**config.mk**
```make
export PLATFORM = sky130hd
export DESIGN_NAME = rxsw_engine
export DESIGN_NICKNAME = d
export VERILOG_FILES = /design/src/include/rxsw_pkg.sv /design/src/rxsw_engine.sv
export SDC_FILE = /design/constraint.sdc
export NUM_CORES = 1
export LEC_CHECK = 0
export CORE_MARGIN = 2
export CORE_UTILIZATION = 36
export CTS_BUF_LIST = sky130_fd_sc_hd__clkbuf_8
export CTS_CLUSTER_DIAMETER = 60
export DETAILED_ROUTE_END_ITERATION = 16
export DONT_BUFFER_PORTS = 1
export SLEW_MARGIN = 5
export SYNTH_ARGS = -nofsm -noshare
export SYNTH_HDL_FRONTEND = slang
export SYNTH_SLANG_ARGS = --single-unit
```
**constraint.sdc**
```tcl
create_clock -name ref_clk_i -period 12.4 [get_ports ref_clk_i]
set_input_delay 2.48 -clock ref_clk_i [delete_from_list [all_inputs] [get_ports ref_clk_i]]
set_output_delay 2.48 -clock ref_clk_i [all_outputs]
set_load 0.01 [all_outputs]
```
**src/include/rxsw_pkg.sv**
```systemverilog
// Package for the receive status write-back engine: constants and carrier types
package rxsw_pkg;

  // ****************************************************
  // Register map
  // ****************************************************
  localparam logic [7:0] RXSW_CTRL_OFS   = 8'h00;
  localparam logic [7:0] RXSW_STAT_OFS   = 8'h04;
  localparam logic [7:0] RXSW_LAST_OFS   = 8'h08;
  localparam logic [7:0] RXSW_WDOG_OFS   = 8'h0c;
  localparam logic [7:0] RXSW_FRAMES_OFS = 8'h10;

  // Control register field positions
  localparam int RXSW_CTRL_TS_BIT     = 0;
  localparam int RXSW_CTRL_CSUM1_BIT  = 1;
  localparam int RXSW_CTRL_JUMBO_BIT  = 2;
  localparam int RXSW_CTRL_HDX_BIT    = 3;
  localparam int RXSW_CTRL_GIANT2K_BIT = 27;
  localparam logic [31:0] RXSW_CTRL_RST = 32'h0000_0000;
  localparam logic [13:0] RXSW_WDOG_RST = 14'h0800;

  // ****************************************************
  // Status word field positions
  // ****************************************************
  localparam int RXSW_OWN_BIT  = 31;
  localparam int RXSW_FL_LSB   = 16;
  localparam int RXSW_ES_BIT   = 15;
  localparam int RXSW_OE_BIT   = 11;
  localparam int RXSW_VLAN_BIT = 10;
  localparam int RXSW_FS_BIT   = 9;
  localparam int RXSW_LS_BIT   = 8;
  localparam int RXSW_MP_BIT   = 7;
  localparam int RXSW_LC_BIT   = 6;
  localparam int RXSW_FT_BIT   = 5;
  localparam int RXSW_RWT_BIT  = 4;
  localparam int RXSW_RE_BIT   = 3;
  localparam int RXSW_CE_BIT   = 1;

  // Descriptor word indices written back
  localparam logic [2:0] RXSW_WORD_STATUS = 3'h0;
  localparam logic [2:0] RXSW_WORD_TS_LO  = 3'h6;
  localparam logic [2:0] RXSW_WORD_TS_HI  = 3'h7;

  // ****************************************************
  // Frame limits
  // ****************************************************
  localparam logic [13:0] RXSW_GIANT_STD   = 14'd1518;
  localparam logic [13:0] RXSW_GIANT_VLAN  = 14'd1522;
  localparam logic [13:0] RXSW_GIANT_2K    = 14'd2000;
  localparam logic [13:0] RXSW_JUMBO_STD   = 14'd9018;
  localparam logic [13:0] RXSW_JUMBO_VLAN  = 14'd9022;
  localparam logic [15:0] RXSW_ETHTYPE_MIN = 16'd1536;
  localparam logic [13:0] RXSW_LT_HI_IDX   = 14'd12;
  localparam logic [13:0] RXSW_LT_LO_IDX   = 14'd13;

  // ****************************************************
  // Carrier types
  // ****************************************************
  typedef struct packed {
    logic [12:0] buf1_size;
    logic [12:0] buf2_size;
    logic        chained;
  } rxsw_desc_t;

  typedef struct packed {
    logic [7:0] data;
    logic       last;
  } rxsw_beat_t;

  typedef struct packed {
    logic        crc_err;
    logic        overflow;
    logic        late_col;
    logic        vlan;
    logic        ipv4;
    logic        csum_err;
    logic        ip_err;
    logic        ts_valid;
    logic [63:0] ts;
  } rxsw_info_t;

  typedef struct packed {
    logic [2:0]  word;
    logic [31:0] data;
  } rxsw_wb_t;

  typedef enum logic [2:0] {
    RXSW_IDLE    = 3'b000,
    RXSW_FETCH   = 3'b001,
    RXSW_RECV    = 3'b011,
    RXSW_WB_TS   = 3'b010,
    RXSW_WB_STAT = 3'b110,
    RXSW_WB_OWN  = 3'b111,
    RXSW_DROP    = 3'b101
  } rxsw_state_t;

endpackage

```
**src/rxsw_engine.sv**
```systemverilog
// Receive status write-back engine: segments frames over descriptors and writes status
//
// Chosen here: the placing of the registers and the APB interface to the registers.
`timescale 1ns/1ps

// Behaviour
// - Overflow bit set on FIFO overflow damage
// - VLAN bit set for recognised tagged frames
// - First-segment bit in descriptor holding frame start
// - Zero buffer sizes push start onward
// - Last-segment bit in descriptor holding frame end
// - Multi-purpose bit flags a valid timestamp, stored unless the last beat meets the watchdog limit
// - Timestamp meaning only in last descriptor
// - Checksum mode: flag IPv4 header checksum mismatch
// - Checksum mode: flag non-IPv4 frames too
// - Otherwise flag giant frames, 1518/1522 limit
// - Config bit 27 raises giant limit to 2000
// - Jumbo mode limit 9018/9022 bytes
// - Late collision bit in half-duplex reception
// - Frame-type set when length/type >= 1536
// - Frame-type clear for length-encoded frames
// - Frame-type meaningless for runts under 14 bytes
// - Watchdog expiry sets watchdog-timeout bit
// - Watchdog expiry truncates the frame
// - Receive-error bit on error during data-valid
// - Owner bit cleared at completion or full
// - Error summary ORs errors, last descriptor only
module rxsw_engine (
  input  wire logic                ref_clk_i,
  input  wire logic                rst_i,
  // APB slave
  input  wire logic                psel_i,
  input  wire logic                penable_i,
  input  wire logic                pwrite_i,
  input  wire logic [7:0]          paddr_i,
  input  wire logic [31:0]         pwdata_i,
  output logic [31:0]              prdata_o,
  output logic                     pready_o,
  output logic                     pslverr_o,
  // Descriptor supply
  input  wire logic                desc_valid_i,
  input  wire rxsw_pkg::rxsw_desc_t desc_i,
  output logic                     desc_ready_o,
  // Receive byte stream
  input  wire logic                rx_valid_i,
  input  wire rxsw_pkg::rxsw_beat_t rx_beat_i,
  input  wire rxsw_pkg::rxsw_info_t rx_info_i,
  input  wire logic                rx_dv_i,
  input  wire logic                rx_er_i,
  output logic                     rx_ready_o,
  // Descriptor write-back
  output logic                     wb_valid_o,
  output rxsw_pkg::rxsw_wb_t       wb_o,
  input  wire logic                wb_ready_i
);
  import rxsw_pkg::*;

  rxsw_state_t state_q;
  logic [31:0] ctrl_q;
  logic [13:0] wdog_q;
  logic [31:0] last_q;
  logic [15:0] frames_q;
  logic [31:0] prdata_q;
  logic        pready_q;
  logic        pslverr_q;
  logic        desc_ready_q;
  logic        rx_ready_q;
  logic        wb_valid_q;
  rxsw_wb_t    wb_q;
  logic [13:0] room_q;
  logic [13:0] flen_q;
  logic        in_frame_q;
  logic        fs_q;
  logic        ls_q;
  logic        re_q;
  logic        rwt_q;
  logic [15:0] lt_q;
  rxsw_info_t  info_q;
  logic        ts_hi_q;
  logic [31:0] stat_q;

  logic        take;
  logic        fin;
  logic        full;
  logic        wdog_hit;
  logic [13:0] cap;
  logic [13:0] giant_lim;
  logic        giant;
  logic        mp_bit;
  logic        ft_bit;
  logic        es_bit;
  logic [31:0] stat_d;
  logic        apb_wr;
  logic        apb_setup;

  // ****************************************************
  // APB slave
  // ****************************************************
  assign apb_setup = psel_i & ~penable_i;
  assign apb_wr    = psel_i & penable_i & pwrite_i & pready_q;

  // Answer in the first access cycle: ready is raised by the setup cycle
  always_ff @(posedge ref_clk_i or posedge rst_i) begin
    if (rst_i) begin
      pready_q  <= 1'b0;
      pslverr_q <= 1'b0;
      prdata_q  <= 32'h0000_0000;
    end else begin
      pready_q  <= apb_setup;
      pslverr_q <= 1'b0;
      prdata_q  <= 32'h0000_0000;
      if (apb_setup) begin
        unique case (paddr_i)
          RXSW_CTRL_OFS:   prdata_q <= ctrl_q;
          RXSW_STAT_OFS:   prdata_q <= {25'h0, in_frame_q, 3'h0, state_q};
          RXSW_LAST_OFS:   prdata_q <= last_q;
          RXSW_WDOG_OFS:   prdata_q <= {18'h0, wdog_q};
          RXSW_FRAMES_OFS: prdata_q <= {16'h0, frames_q};
          default:         pslverr_q <= 1'b1;
        endcase
      end
    end
  end

  // Software writes steer the giant/checksum/timestamp and watchdog logic
  always_ff @(posedge ref_clk_i or posedge rst_i) begin
    if (rst_i) begin
      ctrl_q <= RXSW_CTRL_RST;
      wdog_q <= RXSW_WDOG_RST;
    end else if (apb_wr) begin
      if (paddr_i == RXSW_CTRL_OFS) ctrl_q <= pwdata_i;
      if (paddr_i == RXSW_WDOG_OFS) wdog_q <= pwdata_i[13:0];
    end
  end

  // ****************************************************
  // Segmentation and status composition
  // ****************************************************
  assign take     = rx_valid_i & rx_ready_q;
  // Chained descriptor carries no second buffer
  assign cap      = {1'b0, desc_i.buf1_size} +
                    (desc_i.chained ? 14'h0000 : {1'b0, desc_i.buf2_size});
  assign wdog_hit = take & ((flen_q + 14'd1) >= wdog_q);
  assign fin      = take & (rx_beat_i.last | wdog_hit);
  assign full     = take & (room_q == 14'd1);

  // Giant limit selection
  always_comb begin
    if (ctrl_q[RXSW_CTRL_JUMBO_BIT]) begin
      giant_lim = info_q.vlan ? RXSW_JUMBO_VLAN : RXSW_JUMBO_STD;
    end else if (ctrl_q[RXSW_CTRL_GIANT2K_BIT]) begin
      giant_lim = RXSW_GIANT_2K;
    end else begin
      giant_lim = info_q.vlan ? RXSW_GIANT_VLAN : RXSW_GIANT_STD;
    end
  end
  assign giant = flen_q > giant_lim;

  // Multi-purpose bit meaning depends on the configured feature set
  always_comb begin
    if (ctrl_q[RXSW_CTRL_TS_BIT]) begin
      mp_bit = info_q.ts_valid;
    end else if (ctrl_q[RXSW_CTRL_CSUM1_BIT]) begin
      mp_bit = ~info_q.ipv4 | info_q.csum_err;
    end else begin
      mp_bit = giant;
    end
  end

  // Runts never capture a full length/type field, so the bit reads clear
  assign ft_bit = (flen_q > RXSW_LT_LO_IDX) & (lt_q >= RXSW_ETHTYPE_MIN);
  assign es_bit = info_q.crc_err | re_q | rwt_q |
                  (info_q.late_col & ctrl_q[RXSW_CTRL_HDX_BIT]) |
                  (giant & ~ctrl_q[RXSW_CTRL_TS_BIT] & ~ctrl_q[RXSW_CTRL_CSUM1_BIT]) |
                  info_q.ip_err | info_q.overflow;

  // Error and frame bits only land in the last descriptor
  always_comb begin
    stat_d               = 32'h0000_0000;
    stat_d[RXSW_OWN_BIT] = 1'b1;
    stat_d[RXSW_FS_BIT]  = fs_q;
    stat_d[RXSW_VLAN_BIT] = info_q.vlan & ls_q;
    if (ls_q) begin
      stat_d[RXSW_LS_BIT]  = 1'b1;
      stat_d[29:16]        = flen_q;
      stat_d[RXSW_ES_BIT]  = es_bit;
      stat_d[RXSW_OE_BIT]  = info_q.overflow;
      stat_d[RXSW_MP_BIT]  = mp_bit;
      stat_d[RXSW_LC_BIT]  = info_q.late_col & ctrl_q[RXSW_CTRL_HDX_BIT];
      stat_d[RXSW_FT_BIT]  = ft_bit;
      stat_d[RXSW_RWT_BIT] = rwt_q;
      stat_d[RXSW_RE_BIT]  = re_q;
      stat_d[RXSW_CE_BIT]  = info_q.crc_err;
    end
  end

  // ****************************************************
  // Main sequencer
  // ****************************************************
  always_ff @(posedge ref_clk_i or posedge rst_i) begin
    if (rst_i) begin
      state_q      <= RXSW_IDLE;
      desc_ready_q <= 1'b0;
      rx_ready_q   <= 1'b0;
      room_q       <= 14'h0000;
      ls_q         <= 1'b0;
      ts_hi_q      <= 1'b0;
    end else begin
      unique case (state_q)
        RXSW_IDLE: begin
          ls_q <= 1'b0;
          if (rx_valid_i) begin
            state_q      <= RXSW_FETCH;
            desc_ready_q <= 1'b1;
          end
        end
        RXSW_FETCH: begin
          if (desc_valid_i) begin
            desc_ready_q <= 1'b0;
            room_q       <= cap;
            if (cap == 14'h0000) begin
              state_q <= RXSW_WB_STAT;
            end else begin
              state_q    <= RXSW_RECV;
              rx_ready_q <= 1'b1;
            end
          end
        end
        RXSW_RECV: begin
          if (take) room_q <= room_q - 14'd1;
          if (fin | full) begin
            rx_ready_q <= 1'b0;
            ls_q       <= fin;
            ts_hi_q    <= 1'b0;
            if (fin & ctrl_q[RXSW_CTRL_TS_BIT] & rx_info_i.ts_valid & ~wdog_hit) begin
              state_q <= RXSW_WB_TS;
            end else begin
              state_q <= RXSW_WB_STAT;
            end
          end
        end
        RXSW_WB_TS: begin
          if (wb_ready_i & wb_valid_q) begin
            ts_hi_q <= 1'b1;
            if (ts_hi_q) state_q <= RXSW_WB_STAT;
          end
        end
        RXSW_WB_STAT: begin
          if (wb_ready_i & wb_valid_q) state_q <= RXSW_WB_OWN;
        end
        RXSW_WB_OWN: begin
          if (wb_ready_i & wb_valid_q) begin
            if (ls_q & rwt_q & in_frame_q) begin
              state_q    <= RXSW_DROP;
              rx_ready_q <= 1'b1;
            end else if (ls_q | ~in_frame_q) begin
              state_q <= in_frame_q ? RXSW_FETCH : RXSW_IDLE;
              desc_ready_q <= in_frame_q;
            end else begin
              state_q      <= RXSW_FETCH;
              desc_ready_q <= 1'b1;
            end
            ls_q <= 1'b0;
          end
        end
        RXSW_DROP: begin
          // Remainder of a truncated frame is discarded
          if (rx_valid_i & rx_ready_q & rx_beat_i.last) begin
            rx_ready_q <= 1'b0;
            state_q    <= RXSW_IDLE;
          end
        end
        default: state_q <= RXSW_IDLE;
      endcase
    end
  end

  // ****************************************************
  // Per-frame accumulation
  // ****************************************************
  // Frame bookkeeping; a truncated frame stays open until its tail is dropped
  always_ff @(posedge ref_clk_i or posedge rst_i) begin
    if (rst_i) begin
      in_frame_q <= 1'b0;
      fs_q       <= 1'b0;
      flen_q     <= 14'h0000;
      re_q       <= 1'b0;
      rwt_q      <= 1'b0;
      lt_q       <= 16'h0000;
    end else if (state_q == RXSW_IDLE) begin
      in_frame_q <= 1'b0;
      fs_q       <= 1'b0;
      flen_q     <= 14'h0000;
      re_q       <= 1'b0;
      rwt_q      <= 1'b0;
      lt_q       <= 16'h0000;
    end else if (state_q == RXSW_RECV && take) begin
      if (!in_frame_q) fs_q <= 1'b1;
      in_frame_q <= ~fin | (wdog_hit & ~rx_beat_i.last);
      flen_q     <= flen_q + 14'd1;
      if (rx_er_i & rx_dv_i) re_q <= 1'b1;
      if (wdog_hit & ~rx_beat_i.last) rwt_q <= 1'b1;
      if (flen_q == RXSW_LT_HI_IDX) lt_q[15:8] <= rx_beat_i.data;
      if (flen_q == RXSW_LT_LO_IDX) lt_q[7:0] <= rx_beat_i.data;
    end else if (state_q == RXSW_RECV && rx_er_i && rx_dv_i && in_frame_q) begin
      re_q <= 1'b1;
    end else if (state_q == RXSW_WB_OWN && wb_ready_i && wb_valid_q) begin
      // First-segment mark belongs to one descriptor only
      fs_q <= 1'b0;
      if (ls_q && !rwt_q) in_frame_q <= 1'b0;
    end
  end

  // Frame-end sideband captured with the closing beat
  always_ff @(posedge ref_clk_i or posedge rst_i) begin
    if (rst_i) begin
      info_q <= '0;
    end else if (state_q == RXSW_IDLE) begin
      info_q <= '0;
    end else if (state_q == RXSW_RECV && fin) begin
      info_q <= rx_info_i;
      if (wdog_hit & ~rx_beat_i.last) begin
        info_q.ts_valid <= 1'b0;
        info_q.crc_err  <= 1'b0;
      end
    end
  end

  // ****************************************************
  // Write-back port
  // ****************************************************
  // Status lands with owner still set; a second write hands it to the host
  always_ff @(posedge ref_clk_i or posedge rst_i) begin
    if (rst_i) begin
      wb_valid_q <= 1'b0;
      wb_q       <= '0;
      stat_q     <= 32'h0000_0000;
      last_q     <= 32'h0000_0000;
      frames_q   <= 16'h0000;
    end else if (wb_valid_q && !wb_ready_i) begin
      wb_valid_q <= 1'b1; // Held until the memory side takes it
    end else begin
      wb_valid_q <= 1'b0;
      unique case (state_q)
        RXSW_WB_TS: begin
          if (!wb_valid_q || !ts_hi_q) begin
            wb_valid_q <= 1'b1;
            wb_q.word  <= (wb_valid_q | ts_hi_q) ? RXSW_WORD_TS_HI : RXSW_WORD_TS_LO;
            wb_q.data  <= (wb_valid_q | ts_hi_q) ? info_q.ts[63:32] : info_q.ts[31:0];
          end
        end
        RXSW_WB_STAT: begin
          if (!wb_valid_q) begin
            wb_valid_q <= 1'b1;
            wb_q.word  <= RXSW_WORD_STATUS;
            wb_q.data  <= stat_d;
            stat_q     <= stat_d;
          end
        end
        RXSW_WB_OWN: begin
          if (!wb_valid_q) begin
            wb_valid_q <= 1'b1;
            wb_q.word  <= RXSW_WORD_STATUS;
            wb_q.data  <= {1'b0, stat_q[30:0]};
            last_q     <= {1'b0, stat_q[30:0]};
            if (stat_q[RXSW_LS_BIT]) frames_q <= frames_q + 16'd1;
          end
        end
        default: wb_valid_q <= 1'b0;
      endcase
    end
  end

  assign prdata_o     = prdata_q;
  assign pready_o     = pready_q;
  assign pslverr_o    = pslverr_q;
  assign desc_ready_o = desc_ready_q;
  assign rx_ready_o   = rx_ready_q;
  assign wb_valid_o   = wb_valid_q;
  assign wb_o         = wb_q;

endmodule

```
==> flow_metrics.py <==
metrics = {
    "global_routing": {
        "grt_start_max_net_pins": 179,
        "groute.usage.overall_pct": 19.4,
        "antenna_violations_before_repair": 1,
        "grt_first_pass_wirelength_um": 66900,
        "first_global_vias": 11800,
        "grt_overflow_total": 0,
    },
    "clocking": {
        "cts.reportedPaths.clkPinSlew_ns": 0.06,
        "cts_setup_buffers": 0,
        "cts.repair.resized": 0,
        "clk_latency_ns": 0.64,
        "h-tree-depth": 2,
        "deepest_clock_path_buffer_count": 3,
        "clock_sink_count": 299,
        "cts_inserted_buffers": 55,
        "cts.root.buffer_cell": "clkbuf_8",
        "cts_hold_buffers": 0,
        "clock_tree_from_tritoncts": "built",
    },
    "setup_path": {
        "cp_slowest_stage_delay_ns": 0.73,
        "critical_path.startpoint_type": "input port",
        "timing.critical_path.cells": "nor3_1, nand2_1, or3_1, nor2_2, and2_1, buf_4, mux2_2",
        "worst-endpoint-arrival_ns": 5.56,
        "worst-path-max-fanout": 17,
        "worst-path-buf-inv": 1,
        "critPathKind": "input port to flop",
        "critPathCaptureType": "flop",
        "cp_data_required_time_ns": 12.90,
        "critical-path-top-delay-family": "simple AND/OR/NAND/NOR gates",
        "crit_slowest_cell": "and2_1",
    },
    "place": {
        "detailed_place.area_mm2": 0.0155,
        "place_hpwl_um": 29900,
        "preCtsSetupSlack_ns": 6.70,
        "gp_congestion": 0.879,
        "io_buffers": 0,
        "dpl.cell_count": 2137,
    },
    "synth": {
        "synth-edff-count": 0,
        "synth-main-ff-cell": "dfrtp_1",
        "ys_ff_latch": 299,
        "async_flop_share_pct": 100,
        "mappedNetlistArea_mm2": 0.0153,
        "synth_area_per_cell_um2": 9.03,
        "synthesis.instances": 1689,
        "ys_warn_count": 0,
        "ys_types": 70,
        "synthesis.nets": 1892,
        "synth-seq-area-share_pct": 49.0,
    },
    "routing": {
        "wl_per_cell_um": 19.0,
        "drt-vias-per-instance": 5.34,
        "detail_route.wirelength.met1_um": 18900,
        "total_wirelength_of_the_detailed_routed_design_um": 42600,
        "wl_met3_um": 3100,
        "drt_pass1_iterations": 5,
        "dr_total_vias": 11900,
        "detail_route.drc_violations": 0,
        "post_route_ant_nets": 0,
        "highest_layer": "met5",
        "drt-initial-drc-count": 870,
        "met2_length_um": 19300,
    },
    "floorplan": {
        "fp-row-count": 75,
        "die_area_mm2": 0.0440,
        "die_width_um": 210,
        "io_pins": 230,
        "initial_utilization_pct": 36.5,
        "dieHeight_um": 210,
        "core-area_mm2": 0.0419,
    },
    "pwr": {
        "ir_worst_vdd_mv": 0.115,
        "power_per_cell_area_mw_per_mm2": 198,
        "leakage_nw": 7.65,
    },
    "sta": {
        "drv_slew": 0,
        "finalSetupTns_ns": 0,
        "worst_pin_slew_ns": 1.23,
        "clock.fmax_mhz": 197,
        "report.final.setup_viol": 0,
        "min_period_ns": 5.07,
        "hold_ws_ns": 0.476,
        "slew_headroom_pct": 18.1,
        "grt_setup_unrepaired": "no",
        "final.period_utilization_pct": 40.9,
        "final_hold_viol_count": 0,
        "postLayoutSetupSlackWorst_ns": 7.33,
        "skew_ns": 0.0275,
    },
    "outcome": {
        "result_of_the_run": "complete, no violations",
    },
    "cells_and_area": {
        "fin_area_mm2": 0.0167,
        "area.growth.synth_to_final_pct": 9.15,
        "final-instance-count-excl-fill": 2237,
        "finish.net_count": 1858,
        "drive_gt1_share_pct": 10.4,
        "antenna-diode-count": 0,
    },
    "worst_hold_path": {
        "hp-class": "flop to flop",
    },
    "flow_run": {
        "maxCapViolCount": 0,
    },
}
[sequential cells by signal (all words and copies together), names as in the netlist, 2 cells and up, named ones only]
| signal | count |
|---|---|
| wdog_q | 14 |
| last_q | 25 |
| flen_q | 14 |
| info_q | 72 |
| prdata_o | 32 |
| wb_o | 34 |
| state_q | 2 |
| frames_q | 16 |
| lt_q | 7 |
| ctrl_q | 32 |
| room_q | 14 |
| stat_q | 25 |
[power by group]
group	leakage, nW	internal [W]	switching [W]
clock	0.653	0.000533	0.000432
combinational	2.94	0.000293	0.000607
sequential	4.06	0.00120	0.000237
[per-layer routing]
layer  GRT usage [%]  vias to the layer above
li1                -                     5716
met1            26.0                     5781
met2            30.0                      355
met3            5.93                       87
met4            6.53                        2
met5               0                        -
[stage by stage]
stage | utilization, % | total power, W
after global routing | 39.8 | 0.00354
after CTS | 39.8 | 0.00334
after floorplan | - | 0.00208
final | 39.8 | 0.00330
after global placement | 37.1 | 0.00233
after detailed placement | 37.1 | 0.00235
[cells in the final DEF, fill, tap and decap left out, drive strengths merged, types with 18 or more instances in the layout]
cell	Yosys	layout
nand2	446	446
dfrtp	298	298
o21ai	208	208
nor2	101	101
clkbuf	78	71
a21oi	54	54
nand3	54	54
inv	37	53
mux2	51	51
ha	44	44
mux2i	41	41
xnor2	20	20
nor3	19	19
xor2	18	18
[synthesized netlist by cell type, types with 5 or more instances]
| cell | count | area share, % |
|---|---|---|
| nand2_1 | 446 | 11 |
| dfrtp_1 | 298 | 49 |
| o21ai_0 | 183 | 6.0 |
| nor2_1 | 99 | 2.4 |
| clkbuf_1 | 70 | 1.7 |
| a21oi_1 | 54 | 1.8 |
| nand3_1 | 53 | 1.7 |
| mux2_2 | 51 | 3.8 |
| ha_1 | 44 | 3.6 |
| mux2i_1 | 41 | 2.7 |
| inv_1 | 37 | 0.91 |
| xnor2_1 | 20 | 1.1 |
| nor3_1 | 18 | 0.59 |
| xor2_1 | 18 | 1.0 |
| nor2b_1 | 17 | 0.70 |
| a22oi_1 | 16 | 0.79 |
| o21ai_1 | 16 | 0.52 |
| a21o_1 | 12 | 0.59 |
| nand4_1 | 11 | 0.45 |
| a31oi_1 | 9 | 0.37 |
| and3_1 | 9 | 0.37 |
| buf_1 | 9 | 0.22 |
| nand2b_1 | 9 | 0.37 |
| o211ai_1 | 9 | 0.44 |
| o21ai_2 | 9 | 0.52 |
| o22a_1 | 9 | 0.52 |
| buf_12 | 8 | 1.0 |
| clkbuf_2 | 8 | 0.26 |
| nor4_1 | 8 | 0.33 |
| o31ai_1 | 8 | 0.39 |
| and2_1 | 7 | 0.29 |
| a211oi_1 | 6 | 0.30 |
| a22o_1 | 6 | 0.34 |
| buf_2 | 6 | 0.20 |
| and4_1 | 5 | 0.29 |
| buf_4 | 5 | 0.25 |
| o22ai_1 | 5 | 0.21 |
| or3_1 | 5 | 0.21 |
[worst paths after layout]
| path | startpoint | endpoint | slack, ns | cells after the start |
|---|---|---|---|---|
| worst max-delay path | paddr_i[1] | ctrl_q[6] | 7.33 | 7 |
| worst min-delay path | frames_q[15] | frames_q[15] | 0.48 | 1 |
| worst min register to register | frames_q[15] | frames_q[15] | 0.48 | 1 |
| max in group asynchronous | rst_i | info_q[42] | 9.06 | 2 |
| min in group asynchronous | rst_i | ctrl_q[24] | 1.84 | 1 |
| worst max register to register | flen_q[2] | info_q[44] | 7.41 | 14 |
[cells by family after synthesis]
kind of cell               after synthesis  synth area share [%]
buffers and inverters                  145                  4.66
adders and majority gates               45                  3.74
AOI/OAI and AO/OA                      366                  14.3
muxes                                   92                  6.45
and+or+nand+nor                        704                  19.7
xor gates and xnor gates                38                  2.18
DFF                                    299                  49.0
[area by class of cell]
class                   count  area [um^2]
well taps                 539          674
flip-flops and latches    299         7480
clock inverters            29          156
repair buffers             15          125
clock buffers              71          977
multi-input cells        1245         7080
fillers                  4246        25200
inverters                  39          154
No activity file was read; power rests on OpenSTA's default activity.
